$ cat config.mk
export PLATFORM = sky130hd
export DESIGN_NAME = cef_record_framer
export DESIGN_NICKNAME = d
export VERILOG_FILES = /design/src/core/cef_pkg.sv /design/src/core/cef_color_tag.sv /design/src/core/cef_record_framer.sv
export SDC_FILE = /design/constraint.sdc
export NUM_CORES = 1
export LEC_CHECK = 0
export BUFFER_PORTS_ARGS = -buffer_cell sky130_fd_sc_hd__buf_2
export CORE_MARGIN = 3
export CORE_UTILIZATION = 56
export DETAILED_ROUTE_END_ITERATION = 10
export GPL_TIMING_DRIVEN = 0
export PLACE_DENSITY = 0.81
export SLEW_MARGIN = 40
export SYNTH_ARGS = -nofsm -noshare
export SYNTH_HDL_FRONTEND = slang
export SYNTH_SLANG_ARGS = --single-unit
$ cat constraint.sdc
create_clock -name pclk -period 7.9 [get_ports pclk]
set_input_delay 0.79 -clock pclk [delete_from_list [all_inputs] [get_ports pclk]]
set_output_delay 0.79 -clock pclk [all_outputs]
set_load 0.02 [all_outputs]
$ cat src/core/cef_pkg.sv
package cef_pkg;

	// APB register byte addresses
	localparam logic [11:0] CEF_ADDR_CTRL = 12'h000;
	localparam logic [11:0] CEF_ADDR_SNAP = 12'h004;
	localparam logic [11:0] CEF_ADDR_STAT = 12'h008;

	// Register fields and reset values
	localparam int CEF_CTRL_EN_BIT = 0;
	localparam int CEF_STAT_BUSY_BIT = 0;
	localparam int CEF_STAT_CNT_LSB = 16;
	localparam logic CEF_EN_RESET = 1'b0;
	localparam logic [15:0] CEF_SNAP_RESET = 16'h0040;

	// Record layout
	localparam logic [6:0] CEF_TYPE_CODE = 7'h10;
	localparam logic [15:0] CEF_GEN_HDR_BYTES = 16'h0010;
	localparam logic [15:0] CEF_OFFPAD_BYTES = 16'h0002;
	localparam logic [15:0] CEF_REC_HDR_BYTES = 16'h0012;
	localparam logic [15:0] CEF_EXT_BYTES = 16'h0008;
	localparam logic [15:0] CEF_POS_TYPE = 16'h0008;
	localparam logic [15:0] CEF_POS_COLOR_HI = 16'h000C;
	localparam logic [15:0] CEF_POS_COLOR_LO = 16'h000D;
	localparam logic [15:0] CEF_L3_OFFSET = 16'h000E;
	localparam logic [3:0] CEF_HDR_LAST = 4'hF;
	localparam logic [2:0] CEF_EXT_LAST = 3'h7;

	typedef struct packed {
		logic [63:0] ts;
		logic [7:0] flags;
		logic [15:0] wlen;
		logic [5:0] stream;
		logic [7:0] filt_hit;
		logic [7:0] filt_present;
		logic hash_crc_bit;
		logic hash_parity_bit;
		logic [2:0] ext_n;
	} cef_desc_t;

	typedef struct packed {
		logic hash_parity_bit;
		logic hash_crc_bit;
		logic [7:0] filt_match;
		logic [5:0] stream;
	} cef_color_t;

	typedef enum logic [2:0] {
		CEF_IDLE,
		CEF_HDR,
		CEF_EXT,
		CEF_OFFPAD,
		CEF_PAY,
		CEF_FLUSH
	} cef_state_t;

endpackage

$ cat src/core/cef_color_tag.sv
`timescale 1ns/1ns
`default_nettype none
module cef_color_tag
	import cef_pkg::*;
(
	input wire logic pclk,
	input wire logic presetn,
	input wire logic load,
	input wire cef_desc_t desc,
	output cef_color_t color
);

	cef_color_t color_q;
	cef_color_t color_d;

	always_comb begin
		color_d.stream = desc.stream;
		color_d.filt_match = desc.filt_hit & desc.filt_present;
		color_d.hash_crc_bit = desc.hash_crc_bit;
		color_d.hash_parity_bit = desc.hash_parity_bit;
	end

	always_ff @(posedge pclk or negedge presetn) begin
		if (!presetn) begin
			color_q <= '0;
		end else if (load) begin
			color_q <= color_d;
		end
	end

	assign color = color_q;

	AST_COLOR_STREAM: assert property (@(posedge pclk) disable iff (!presetn)
		load |=> color[5:0] == $past(desc.stream))
		else $error("color stream number wrong");
	AST_COLOR_FILT: assert property (@(posedge pclk) disable iff (!presetn)
		load |=> color[13:6] == ($past(desc.filt_hit) & $past(desc.filt_present)))
		else $error("color filter bits wrong");
	AST_COLOR_HASH: assert property (@(posedge pclk) disable iff (!presetn)
		load |=> color[14] == $past(desc.hash_crc_bit) && color[15] == $past(desc.hash_parity_bit))
		else $error("color hash bits wrong");

endmodule // cef_color_tag
`default_nettype wire

$ cat src/core/cef_record_framer.sv
// Local design decisions: the APB slave port and the register offsets.
`timescale 1ns/1ns
`default_nettype none
module cef_record_framer
	import cef_pkg::*;
(
	input wire logic pclk,
	input wire logic presetn,
	input wire logic psel,
	input wire logic penable,
	input wire logic pwrite,
	input wire logic [11:0] paddr,
	input wire logic [31:0] pwdata,
	output logic [31:0] prdata,
	output logic pready,
	output logic pslverr,
	input wire logic desc_valid,
	input wire cef_desc_t desc,
	output logic desc_ready,
	input wire logic [63:0] ext_word,
	output logic ext_take,
	input wire logic in_valid,
	input wire logic [7:0] in_data,
	input wire logic in_last,
	output logic in_ready,
	output logic out_valid,
	output logic [7:0] out_data,
	output logic out_last,
	input wire logic out_ready
);

	// APB slave
	logic [31:0] prdata_q;
	logic pready_q, pslverr_q, en_q;
	logic [15:0] snap_q, rec_cnt_q;
	cef_state_t state_q, state_d;

	wire setup = psel && !penable;
	wire wr_take = psel && penable && pwrite && pready_q;
	wire hit_ctrl = paddr == CEF_ADDR_CTRL;
	wire hit_snap = paddr == CEF_ADDR_SNAP;
	wire hit_stat = paddr == CEF_ADDR_STAT;
	wire addr_ok = hit_ctrl || hit_snap || hit_stat;
	wire [31:0] stat_word = {rec_cnt_q, 15'h0000, state_q != CEF_IDLE};
	wire [31:0] rd_word = hit_ctrl ? {31'h0000_0000, en_q} :
		hit_snap ? {16'h0000, snap_q} :
		hit_stat ? stat_word : 32'h0000_0000;

	always_ff @(posedge pclk or negedge presetn) begin
		if (!presetn) begin
			pready_q <= 1'b0;
			pslverr_q <= 1'b0;
			prdata_q <= 32'h0000_0000;
		end else begin
			pready_q <= setup;
			pslverr_q <= setup && !addr_ok;
			if (setup) begin
				prdata_q <= rd_word;
			end
		end
	end

	always_ff @(posedge pclk or negedge presetn) begin
		if (!presetn) begin
			en_q <= CEF_EN_RESET;
			snap_q <= CEF_SNAP_RESET;
		end else if (wr_take) begin
			if (hit_ctrl) begin
				en_q <= pwdata[CEF_CTRL_EN_BIT];
			end
			if (hit_snap) begin
				snap_q <= pwdata[15:0];
			end
		end
	end

	// Record sequencing
	logic desc_ready_q, ext_take_q, in_ready_q, seen_last_q;
	logic out_valid_q, out_last_q;
	logic [7:0] out_data_q;
	logic [15:0] pos_q, out_pos_q, rlen_q, cap_q, wlen_q, avail_q;
	logic [127:0] hdr_q;
	logic [2:0] ext_n_q, ext_k_q, ext_b_q;
	cef_color_t color;

	wire desc_take = desc_valid && desc_ready_q;
	wire in_take = in_valid && in_ready_q;
	wire out_free = !out_valid_q || out_ready;
	wire [15:0] ext_len_d = {10'h000, desc.ext_n, 3'b000};
	wire [15:0] need_d = CEF_REC_HDR_BYTES + ext_len_d;
	wire [15:0] avail_d = (snap_q > CEF_OFFPAD_BYTES) ? snap_q - CEF_OFFPAD_BYTES : 16'h0000;
	wire [15:0] cap_d = (desc.wlen < avail_d) ? desc.wlen : avail_d;
	wire [15:0] rlen_d = need_d + cap_d;
	wire [15:0] ext_len_q = {10'h000, ext_n_q, 3'b000};
	wire [15:0] pad_pos = CEF_GEN_HDR_BYTES + ext_len_q + 16'h0001;
	wire [15:0] off_pos = CEF_GEN_HDR_BYTES + ext_len_q;
	wire ext_more = (ext_k_q + 3'h1) != ext_n_q;
	wire [63:0] ext_mod = {ext_more, ext_word[62:0]};
	wire [7:0] type_byte = {desc.ext_n != 3'h0, CEF_TYPE_CODE};
	wire is_last = pos_q == rlen_q - 16'h0001;
	wire pay_load = (state_q == CEF_PAY) && out_free && (in_take || seen_last_q);
	// One idle cycle so the next extension word can be presented
	wire ext_wait = (state_q == CEF_EXT) && ext_take_q;
	wire hdr_load = (state_q == CEF_HDR || state_q == CEF_EXT || state_q == CEF_OFFPAD) && out_free && !ext_wait;
	wire load = hdr_load || pay_load;
	wire seen_last_d = (state_d == CEF_PAY) && (seen_last_q || (in_take && in_last));

	cef_color_tag u_color (
		.pclk(pclk),
		.presetn(presetn),
		.load(desc_take),
		.desc(desc),
		.color(color)
	);

	logic [7:0] byte_d;
	always_comb begin
		byte_d = 8'h00;
		unique case (state_q)
			CEF_HDR: byte_d = (pos_q[3:0] == CEF_POS_COLOR_HI[3:0]) ? color[15:8] :
				(pos_q[3:0] == CEF_POS_COLOR_LO[3:0]) ? color[7:0] : hdr_q[127:120];
			CEF_EXT: byte_d = ext_mod[{~ext_b_q, 3'b000} +: 8];
			CEF_PAY: byte_d = seen_last_q ? 8'h00 : in_data;
			CEF_IDLE, CEF_OFFPAD, CEF_FLUSH: byte_d = 8'h00;
		endcase
	end

	always_comb begin
		state_d = state_q;
		unique case (state_q)
			CEF_IDLE: if (desc_take) begin
				state_d = CEF_HDR;
			end
			CEF_HDR: if (load && pos_q[3:0] == CEF_HDR_LAST) begin
				state_d = (ext_n_q != 3'h0) ? CEF_EXT : CEF_OFFPAD;
			end
			CEF_EXT: if (load && ext_b_q == CEF_EXT_LAST && !ext_more) begin
				state_d = CEF_OFFPAD;
			end
			CEF_OFFPAD: if (load && pos_q == pad_pos) begin
				state_d = (cap_q != 16'h0000) ? CEF_PAY : CEF_FLUSH;
			end
			CEF_PAY: if (load && is_last) begin
				state_d = (seen_last_q || (in_take && in_last)) ? CEF_IDLE : CEF_FLUSH;
			end
			CEF_FLUSH: if (in_take && in_last) begin
				state_d = CEF_IDLE;
			end
		endcase
	end

	wire in_ready_d = ((state_d == CEF_PAY) && !seen_last_d && !in_take && !(out_valid_q && !out_ready) && !load) ||
		((state_d == CEF_FLUSH) && !(in_take && in_last));

	always_ff @(posedge pclk or negedge presetn) begin
		if (!presetn) begin
			state_q <= CEF_IDLE;
			desc_ready_q <= 1'b0;
			in_ready_q <= 1'b0;
			seen_last_q <= 1'b0;
		end else begin
			state_q <= state_d;
			desc_ready_q <= (state_d == CEF_IDLE) && en_q && !desc_take;
			in_ready_q <= in_ready_d;
			seen_last_q <= seen_last_d;
		end
	end

	always_ff @(posedge pclk or negedge presetn) begin
		if (!presetn) begin
			hdr_q <= '0;
			{pos_q, rlen_q, cap_q, wlen_q, avail_q} <= '0;
			{ext_n_q, ext_k_q, ext_b_q} <= '0;
		end else if (desc_take) begin
			hdr_q <= {desc.ts, type_byte, desc.flags, rlen_d, 16'h0000, desc.wlen};
			{pos_q, rlen_q, cap_q, wlen_q, avail_q} <= {16'h0000, rlen_d, cap_d, desc.wlen, avail_d};
			{ext_n_q, ext_k_q, ext_b_q} <= {desc.ext_n, 3'h0, 3'h0};
		end else if (load) begin
			pos_q <= pos_q + 16'h0001;
			hdr_q <= {hdr_q[119:0], 8'h00};
			if (state_q == CEF_EXT) begin
				ext_b_q <= ext_b_q + 3'h1;
				ext_k_q <= ext_k_q + {2'b00, ext_b_q == CEF_EXT_LAST};
			end
		end
	end

	always_ff @(posedge pclk or negedge presetn) begin
		if (!presetn) begin
			out_valid_q <= 1'b0;
			out_data_q <= 8'h00;
			out_last_q <= 1'b0;
			out_pos_q <= 16'h0000;
			ext_take_q <= 1'b0;
			rec_cnt_q <= 16'h0000;
		end else begin
			ext_take_q <= load && state_q == CEF_EXT && ext_b_q == CEF_EXT_LAST;
			if (load) begin
				out_valid_q <= 1'b1;
				out_data_q <= byte_d;
				out_last_q <= is_last;
				out_pos_q <= pos_q;
				rec_cnt_q <= rec_cnt_q + {15'h0000, is_last};
			end else if (out_ready) begin
				out_valid_q <= 1'b0;
			end
		end
	end

	assign prdata = prdata_q;
	assign pready = pready_q;
	assign pslverr = pslverr_q;
	assign desc_ready = desc_ready_q;
	assign ext_take = ext_take_q;
	assign in_ready = in_ready_q;
	assign out_valid = out_valid_q;
	assign out_data = out_data_q;
	assign out_last = out_last_q;

	AST_TYPE_CODE: assert property (@(posedge pclk) disable iff (!presetn)
		out_valid_q && out_pos_q == CEF_POS_TYPE |-> out_data_q[6:0] == CEF_TYPE_CODE)
		else $error("record code not 16");
	AST_TYPE_EXT: assert property (@(posedge pclk) disable iff (!presetn)
		out_valid_q && out_pos_q == CEF_POS_TYPE |-> out_data_q[7] == (ext_n_q != 3'h0))
		else $error("extension flag wrong");
	AST_COLOR_BYTES: assert property (@(posedge pclk) disable iff (!presetn)
		out_valid_q && out_pos_q == CEF_POS_COLOR_HI |-> out_data_q == color[15:8])
		else $error("color high byte wrong");
	AST_COLOR_LO: assert property (@(posedge pclk) disable iff (!presetn)
		out_valid_q && out_pos_q == CEF_POS_COLOR_LO |-> out_data_q == color[7:0])
		else $error("color low byte wrong");
	AST_OFFSET_ZERO: assert property (@(posedge pclk) disable iff (!presetn)
		out_valid_q && out_pos_q == off_pos && state_q != CEF_IDLE |-> out_data_q == 8'h00)
		else $error("offset byte not zero");
	AST_L3_ALIGN: assert property (@(posedge pclk) disable iff (!presetn)
		load && state_q == CEF_PAY && pos_q == pad_pos + 16'h0001 |-> ((pos_q + CEF_L3_OFFSET) & 16'h0003) == 16'h0000)
		else $error("layer-3 header misaligned");
	AST_PAYLOAD_LEN: assert property (@(posedge pclk) disable iff (!presetn)
		state_q != CEF_IDLE |-> cap_q == rlen_q - CEF_GEN_HDR_BYTES - ext_len_q - CEF_OFFPAD_BYTES)
		else $error("payload length mismatch");
	AST_SNAP_SHORT: assert property (@(posedge pclk) disable iff (!presetn)
		desc_take && desc.wlen >= avail_d && avail_d != 16'h0000 |=> cap_q == $past(snap_q) - CEF_OFFPAD_BYTES)
		else $error("record not snap length");
	AST_EXT_CHAIN: assert property (@(posedge pclk) disable iff (!presetn)
		load && state_q == CEF_EXT && ext_b_q == 3'h0 |=> out_data_q[7] == $past(ext_more))
		else $error("extension chain bit wrong");
	AST_LAST_POS: assert property (@(posedge pclk) disable iff (!presetn)
		out_valid_q && out_last_q && state_q != CEF_HDR |-> out_pos_q == rlen_q - 16'h0001)
		else $error("last byte at wrong position");

	// Stream, sequencing and snap register checks
	AST_EXT_WAIT: assert property (@(posedge pclk) disable iff (!presetn)
		ext_wait |-> !load)
		else $error("extension byte sent before next word");
	AST_PAD_ZERO: assert property (@(posedge pclk) disable iff (!presetn)
		out_valid_q && out_pos_q == pad_pos && state_q != CEF_HDR |-> out_data_q == 8'h00)
		else $error("pad byte not zero");
	AST_OUT_HOLD: assert property (@(posedge pclk) disable iff (!presetn)
		out_valid_q && !out_ready |=> out_valid_q && $stable(out_data_q) && $stable(out_last_q))
		else $error("record byte changed while stalled");
	AST_IN_TAKE: assert property (@(posedge pclk) disable iff (!presetn)
		in_take && state_q == CEF_PAY |-> pay_load)
		else $error("payload byte taken but not emitted");
	AST_COLOR_STABLE: assert property (@(posedge pclk) disable iff (!presetn)
		state_q != CEF_IDLE |=> $stable(color))
		else $error("color changed inside a record");
	AST_DESC_IDLE: assert property (@(posedge pclk) disable iff (!presetn)
		desc_take |-> state_q == CEF_IDLE)
		else $error("descriptor taken while busy");
	AST_HDR_FIRST: assert property (@(posedge pclk) disable iff (!presetn)
		desc_take |=> state_q == CEF_HDR && pos_q == 16'h0000)
		else $error("record does not start at header byte 0");
	AST_PAY_DATA: assert property (@(posedge pclk) disable iff (!presetn)
		pay_load && !seen_last_q |=> out_data_q == $past(in_data))
		else $error("payload byte not passed through");
	AST_SEEN_ZERO: assert property (@(posedge pclk) disable iff (!presetn)
		pay_load && seen_last_q |=> out_data_q == 8'h00)
		else $error("fill byte after short frame not zero");
	AST_SNAP_WRITE: assert property (@(posedge pclk) disable iff (!presetn)
		wr_take && hit_snap |=> snap_q == $past(pwdata[15:0]))
		else $error("snap length write lost");
	AST_FLUSH_QUIET: assert property (@(posedge pclk) disable iff (!presetn)
		state_q == CEF_FLUSH |-> !load)
		else $error("byte emitted while draining");
	AST_CAP_BOUND: assert property (@(posedge pclk) disable iff (!presetn)
		state_q != CEF_IDLE |-> cap_q <= wlen_q && cap_q <= avail_q)
		else $error("captured length exceeds limit");

endmodule // cef_record_framer
`default_nettype wire

======== After elaboration in Yosys (flattened, before gate mapping) ========
Cells that the tools add are included.
word-level totals
  register bits ........................... 285
  bits of input ports ..................... 240
operators by class
  bitwise gates (word level) .............. 2
  $lt $le $gt $ge ......................... 2
  add/subtract/negate cells ............... 11
  shift operators ......................... 1
  multiplexer cells ....................... 31
  equal/unequal tests ..................... 16
  reductions and logical operators ........ 64
operators with widths
  cell                                                                    number
  128-bit two-way mux                                                     2
  32-bit two-way mux                                                      3
  16-bit two-way mux                                                      4
  64-bit by 7-bit variable part select with 8-bit output                  1
  3-bit two-way mux                                                       13
  16-bit by 1-bit adder with 16-bit output (second input constant)        2
  16-bit == test                                                          2
  8-bit case mux with 4 select lines                                      1
  1-bit logical AND                                                       29
  8-bit two-way mux                                                       3
  3-bit case mux with 6 select lines                                      1
  16-bit by 1-bit adder with 16-bit output                                1
  7-bit by 16-bit adder with 16-bit output                                1
  16-bit by 2-bit > comparator with 1-bit output (second input constant)  1
  16-bit less-than comparator                                             1
  16-bit nonzero test                                                     1
  16-bit by 1-bit subtractor with 16-bit output (second input constant)   1
  16-bit by 2-bit subtractor with 16-bit output (second input constant)   1
  3-bit == test (second input constant)                                   5
  5-bit by 6-bit adder with 7-bit output (first input constant)           2
  12-bit by 3-bit == test with 1-bit output (second input constant)       1
  12-bit by 4-bit == test with 1-bit output (second input constant)       1
  4-bit == test (second input constant)                                   3
  1-bit zero test                                                         12
  other kinds (15)                                                        35

======== Logic depth before layout (Yosys ltp) ========
  depth after elaboration ................. 18
  depth in mapped cells ................... 26
  depth with buffers taken out ............ 24

======== Hierarchy ========
From an unflattened synthesis, not the netlist that was laid out.
second synthesis, totals
  cells, all modules ...................... 1617
  area, all modules ....................... 14786.7 um2
by module, submodules not included
  module             area an instance (um2)  cells an instance  times used  seq. area each (um2)
  cef_record_framer  14143.6                 1566               1           6707.7
  cef_color_tag      643.1                   51                 1           400.4

======== Least setup slack after synthesis ========
No wires, ideal clock.
  path kind ............................... register -> register
  start point ............................. register snap_q[4]
  end point ............................... register hdr_q[47]
  setup slack ............................. 2.060 ns
  cell stages (with the launch flop) ...... 26
  required time ........................... 7.822 ns
  arrival time ............................ 5.761 ns
  clock period less this slack ............ 5.840 ns
  path buffers ............................ 4
  path through ............................ dfrtp_1 -> clkbuf_1 -> or3_1 -> clkbuf_1 -> or3_1 -> or3_1 -> a21oi_1 -> inv_1 -> ha_1 -> nand4_1 -> or2_2 -> a2111oi_0 -> a2111o_1 -> buf_2 -> buf_2 -> mux2i_1 -> ha_1 -> inv_1 -> ha_1 -> a31oi_1 -> o21bai_1 -> a21o_1 -> and3_1 -> a31oi_1 -> mux2i_1 -> o21bai_1
between the ends
  cells in the longest elaborated chain, start to end .. 6
  elaborated cells on any way between the ends .. 7
  those cells by class .................... add/sub: 2; order compare: 2; mux: 3
ends and longest elaborated chain
  element                                                                                                                 line                      source
  start: declaration                                                                                                      cef_record_framer.sv:35   logic [15:0] snap_q, rec_cnt_q;
  start signal: assignment                                                                                                cef_record_framer.sv:72   snap_q <= pwdata[15:0];
  16-bit by 2-bit subtractor with 16-bit output / 16-bit by 2-bit > comparator with 1-bit output (equally long branches)  cef_record_framer.sv:91   wire [15:0] avail_d = (snap_q > CEF_OFFPAD_BYTES) ? snap_q - CEF_OFFPAD_BYTES : 16'h0000;
  16-bit two-way mux (*)                                                                                                  cef_record_framer.sv:91
  16-bit less-than comparator                                                                                             cef_record_framer.sv:92   wire [15:0] cap_d = (desc.wlen < avail_d) ? desc.wlen : avail_d;
  16-bit two-way mux (*)                                                                                                  cef_record_framer.sv:92
  7-bit by 16-bit adder with 16-bit output (*)                                                                            cef_record_framer.sv:93   wire [15:0] rlen_d = need_d + cap_d;
  128-bit two-way mux (*)                                                                                                 cef_record_framer.sv:174  end else if (desc_take) begin
  end signal: assignment                                                                                                  cef_record_framer.sv:175  hdr_q <= {desc.ts, type_byte, desc.flags, rlen_d, 16'h0000, desc.wlen};
  end signal: assignment                                                                                                  cef_record_framer.sv:180  hdr_q <= {hdr_q[119:0], 8'h00};
  end: declaration                                                                                                        cef_record_framer.sv:82   logic [127:0] hdr_q;
Every way passes the cells marked *; elsewhere a longest branch is shown, timed or not.
A chain may end at the register's enable or synchronous reset.

======== Worst setup path in the final report ========
  start point ............................. register snap_q[0]
  end point ............................... register hdr_q[47]
The elaborated chain is that of the path after synthesis.

==> impl_metrics.env <==
export IMPL_yosysSeqAreaShare_pct=48.1
export IMPL_arrival_ps=7890
export IMPL_core_um2=25500
export IMPL_rsz0062_at_grt="false"
export IMPL_cp_common_cell="ha_1"
export IMPL_grt_max_degree=79
export IMPL_period_minus_slack_ps=7420
export IMPL_wl_met3_mm=3.24
export IMPL_synth_edf_count=0
export IMPL_met1_length_mm=18.4
export IMPL_grt_pass1_wl_mm=69.9
export IMPL_critical_path_class="flop to flop"
export IMPL_powerDensity_nw_per_um2=220
export IMPL_required_ps=8370
export IMPL_skew_ps=18.6
export IMPL_cts_root_buf="clkbuf_16"
export IMPL_via_per_inst=5.92
export IMPL_syn_inst=1639
export IMPL_htree_levels=1
export IMPL_post_drt_wl_per_cell_um=19.4
export IMPL_crit_fanout=10
export IMPL_clockBufferDepth=3
export IMPL_hold_viol_final=0
export IMPL_place_gp_congestion=0.900
export IMPL_grt_pass1_vias=13300
export IMPL_path_clk_slew_ps=60
export IMPL_first_pass_iters=5
export IMPL_drive_above_1_share_pct=18.7
export IMPL_synth_seq_cells=284
export IMPL_vias=13600
export IMPL_outcome="complete, no violations"
export IMPL_post_cts_resized=0
export IMPL_grt_antenna_before_repair=2
export IMPL_startpoint_type="flop"
export IMPL_die_y_um=169
export IMPL_final_cells=2296
export IMPL_max_freq_mhz=135
export IMPL_synth_ff_type="dfrtp_1"
export IMPL_drc_errors=0
export IMPL_worstHoldPathType="input pin to asynchronous set/reset pin"
export IMPL_cp_end_kind="flop"
export IMPL_crit_family="compound AO/OA/AOI/OAI gates"
export IMPL_maxSlewViolCount=0
export IMPL_synthDistinctLibCells=65
export IMPL_syn_to_final_growth_pct=19.5
export IMPL_drt_initial_drc_count=1375
export IMPL_worst_path_buf_inv=4
export IMPL_synth_nets=1915
export IMPL_die_w_um=169
export IMPL_min_period_over_period_pct=93.9
export IMPL_portBuffers=269
export IMPL_cts_tree="done"
export IMPL_yosysWarningCount=0
export IMPL_met2_length_mm=21.1
export IMPL_holdWs_ps=72.6
export IMPL_hpwl_mm=33.6
export IMPL_p_leak_uw=0.00867
export IMPL_ir_drop_mv=0.226
export IMPL_tightest_slew_ps=834
export IMPL_track_usage_pct=30.4
export IMPL_dieArea_um2=28400
export IMPL_overflow=0
export IMPL_cts_sinks=284
export IMPL_placed_cells=2242
export IMPL_ctsHoldBuffers=0
export IMPL_initial_core_util_pct=57.9
export IMPL_post_cts_repair_setup_buffers=0
export IMPL_fin_nets=2220
export IMPL_ios=287
export IMPL_routed_wl_mm=44.5
export IMPL_ys_async_sr_fraction_pct=100
export IMPL_maxCapViolCount=0
export IMPL_final_setup_viol_count=0
export IMPL_path_cells="a2111oi_0, nand3_1, nor2_1, a21oi_1, inv_1, ha_1, nand4_1, or2_2, a2111oi_0, a2111o_1, buf_2, buf_2, mux2i_1, ha_1, inv_1, ha_1, a31oi_1, o21bai_1, a21o_1, and3_1, a31oi_1, mux2i_1, o21bai_1"
export IMPL_synth_area_um2=14800
export IMPL_avgSynthCellArea_um2=9.02
export IMPL_crit_path_max_incr_delay_ps=780
export IMPL_tns_ps=0
export IMPL_max_slew_margin_rel_pct=44.4
export IMPL_clk_latency_ps=560
export IMPL_rows=58
export IMPL_ant_nets=0
export IMPL_highest_layer="met5"
export IMPL_cp_slowest_cell="a2111oi_0"
export IMPL_cts_made_buffers=29
Yosys cell counts, drive strengths merged, types with 3 or more instances:
cell	number	area [um^2]
or3	9	56.3
mux2i	35	350
a2111oi	5	43.8
o211ai	5	37.5
mux2	19	214
nor2b	7	43.8
a211oi	4	30.0
a21oi	63	315
buf	14	65.1
nor4	21	138
nand2	402	1510
mux4	16	360
a31oi	89	557
dfrtp	283	7080
or4	7	60.1
clkbuf	89	334
or3b	4	35.0
xor2	31	272
nor2	152	571
a21o	6	45.0
nor3	19	95.1
o21ai	66	330
nand3	43	215
inv	35	131
o21a	5	37.5
nor4b	3	32.5
o22ai	10	62.6
ha	36	450
nand2b	10	62.6
and3	17	106
and2	3	18.8
nand4	13	81.3
xnor2	54	473
o31a	3	26.3
a22o	31	272
worst register-to-register path: cells and delay by family (launching register included):
kind / cells / cell delay, ps
DFF: 1 / 480
adders and majority gates: 3 / 730
and+or+nand+nor: 5 / 1630
buffers and inverters: 4 / 770
AOI/OAI and AO/OA: 9 / 2980
muxes: 2 / 750
per-stage QoR:
step | cell area (um^2) | util (%) | setup slack [ps] | power, uW
floorplan | 14800 | - | 2060 | 2090
global placement | 16600 | 64.8 | 690 | 2440
detailed placement | 16700 | 65.3 | 729 | 2470
CTS | 17700 | 69.2 | 652 | 3880
global route | 17700 | 69.2 | 91.4 | 4030
finish | 17700 | 69.2 | 479 | 3890
routing by layer:
layer / GRT usage, % / vias up
li1: - / 6288
met1: 42.8 / 6567
met2: 49.6 / 613
met3: 3.97 / 113
met4: 9.93 / 2
met5: 0 / -
final cells by class:
cell class	count	area (um^2)
inverter	35	131
tap	330	413
sequential	284	7110
clock inverter	15	181
multi-input combinational	1217	7170
fill	1985	7860
timing repair buffer	274	1470
buffer	103	400
clock buffer	37	806
antenna	1	2.50
sequential cells by signal, indices dropped and copies added, names as in the netlist, 3 cells and up:
name	cells
rlen_q	16
rec_cnt_q	16
pos_q	16
cap_q	15
hdr_q	128
state_q	3
snap_q	16
ext_n_q	3
prdata	32
u_color.color	16
ext_b_q	3
ext_k_q	3
out_data	8
power by group:
| group | switching, uW | internal (uW) |
|---|---|---|
| Combinational | 670 | 246 |
| Clock | 581 | 847 |
| Sequential | 40.1 | 1500 |
| Total | 1290 | 2600 |
placed cells by master, fill, tap and decap left out, types with 10 or more instances in the layout:
cell type,n
nand4_1,13
mux2i_1,35
ha_1,36
nand2_1,402
buf_2,272
nor2_1,151
o21ai_0,39
mux4_2,16
xnor2_1,54
inv_1,34
nor4_1,19
dfrtp_1,283
a31oi_1,89
nand3_1,43
a22o_1,31
clkbuf_1,92
a21oi_1,63
xor2_1,31
o21ai_1,27
nor3_1,19
and3_1,17
mux2_2,11
o22ai_1,10
clkbuf_16,29
nand2b_1,10
logic make-up after synthesis:
group                      count (synthesis)  share of synthesized area (%)
xor gates and xnor gates                  85                           5.03
buffers and inverters                    138                           3.59
muxes                                     70                           6.25
DFF                                      284                           48.1
and+or+nand+nor                          719                           20.9
AOI/OAI and AO/OA                        306                           13.0
adders and majority gates                 37                           3.11
final timing paths:
kind / slack (ps) / cells after the start / start / end
max: 480 / 23 / snap_q[0] / hdr_q[47]
min: 70 / 1 / presetn / prdata[10]
max in group asynchronous: 6570 / 4 / presetn / u_color.color[10]
max reg2reg: 480 / 23 / snap_q[0] / hdr_q[47]
min in group pclk: 440 / 3 / desc[24] / u_color.color[3]
min reg2reg: 470 / 2 / u_color.color[11] / u_color.color[11]
No activity file was read; power rests on OpenSTA's default activity.
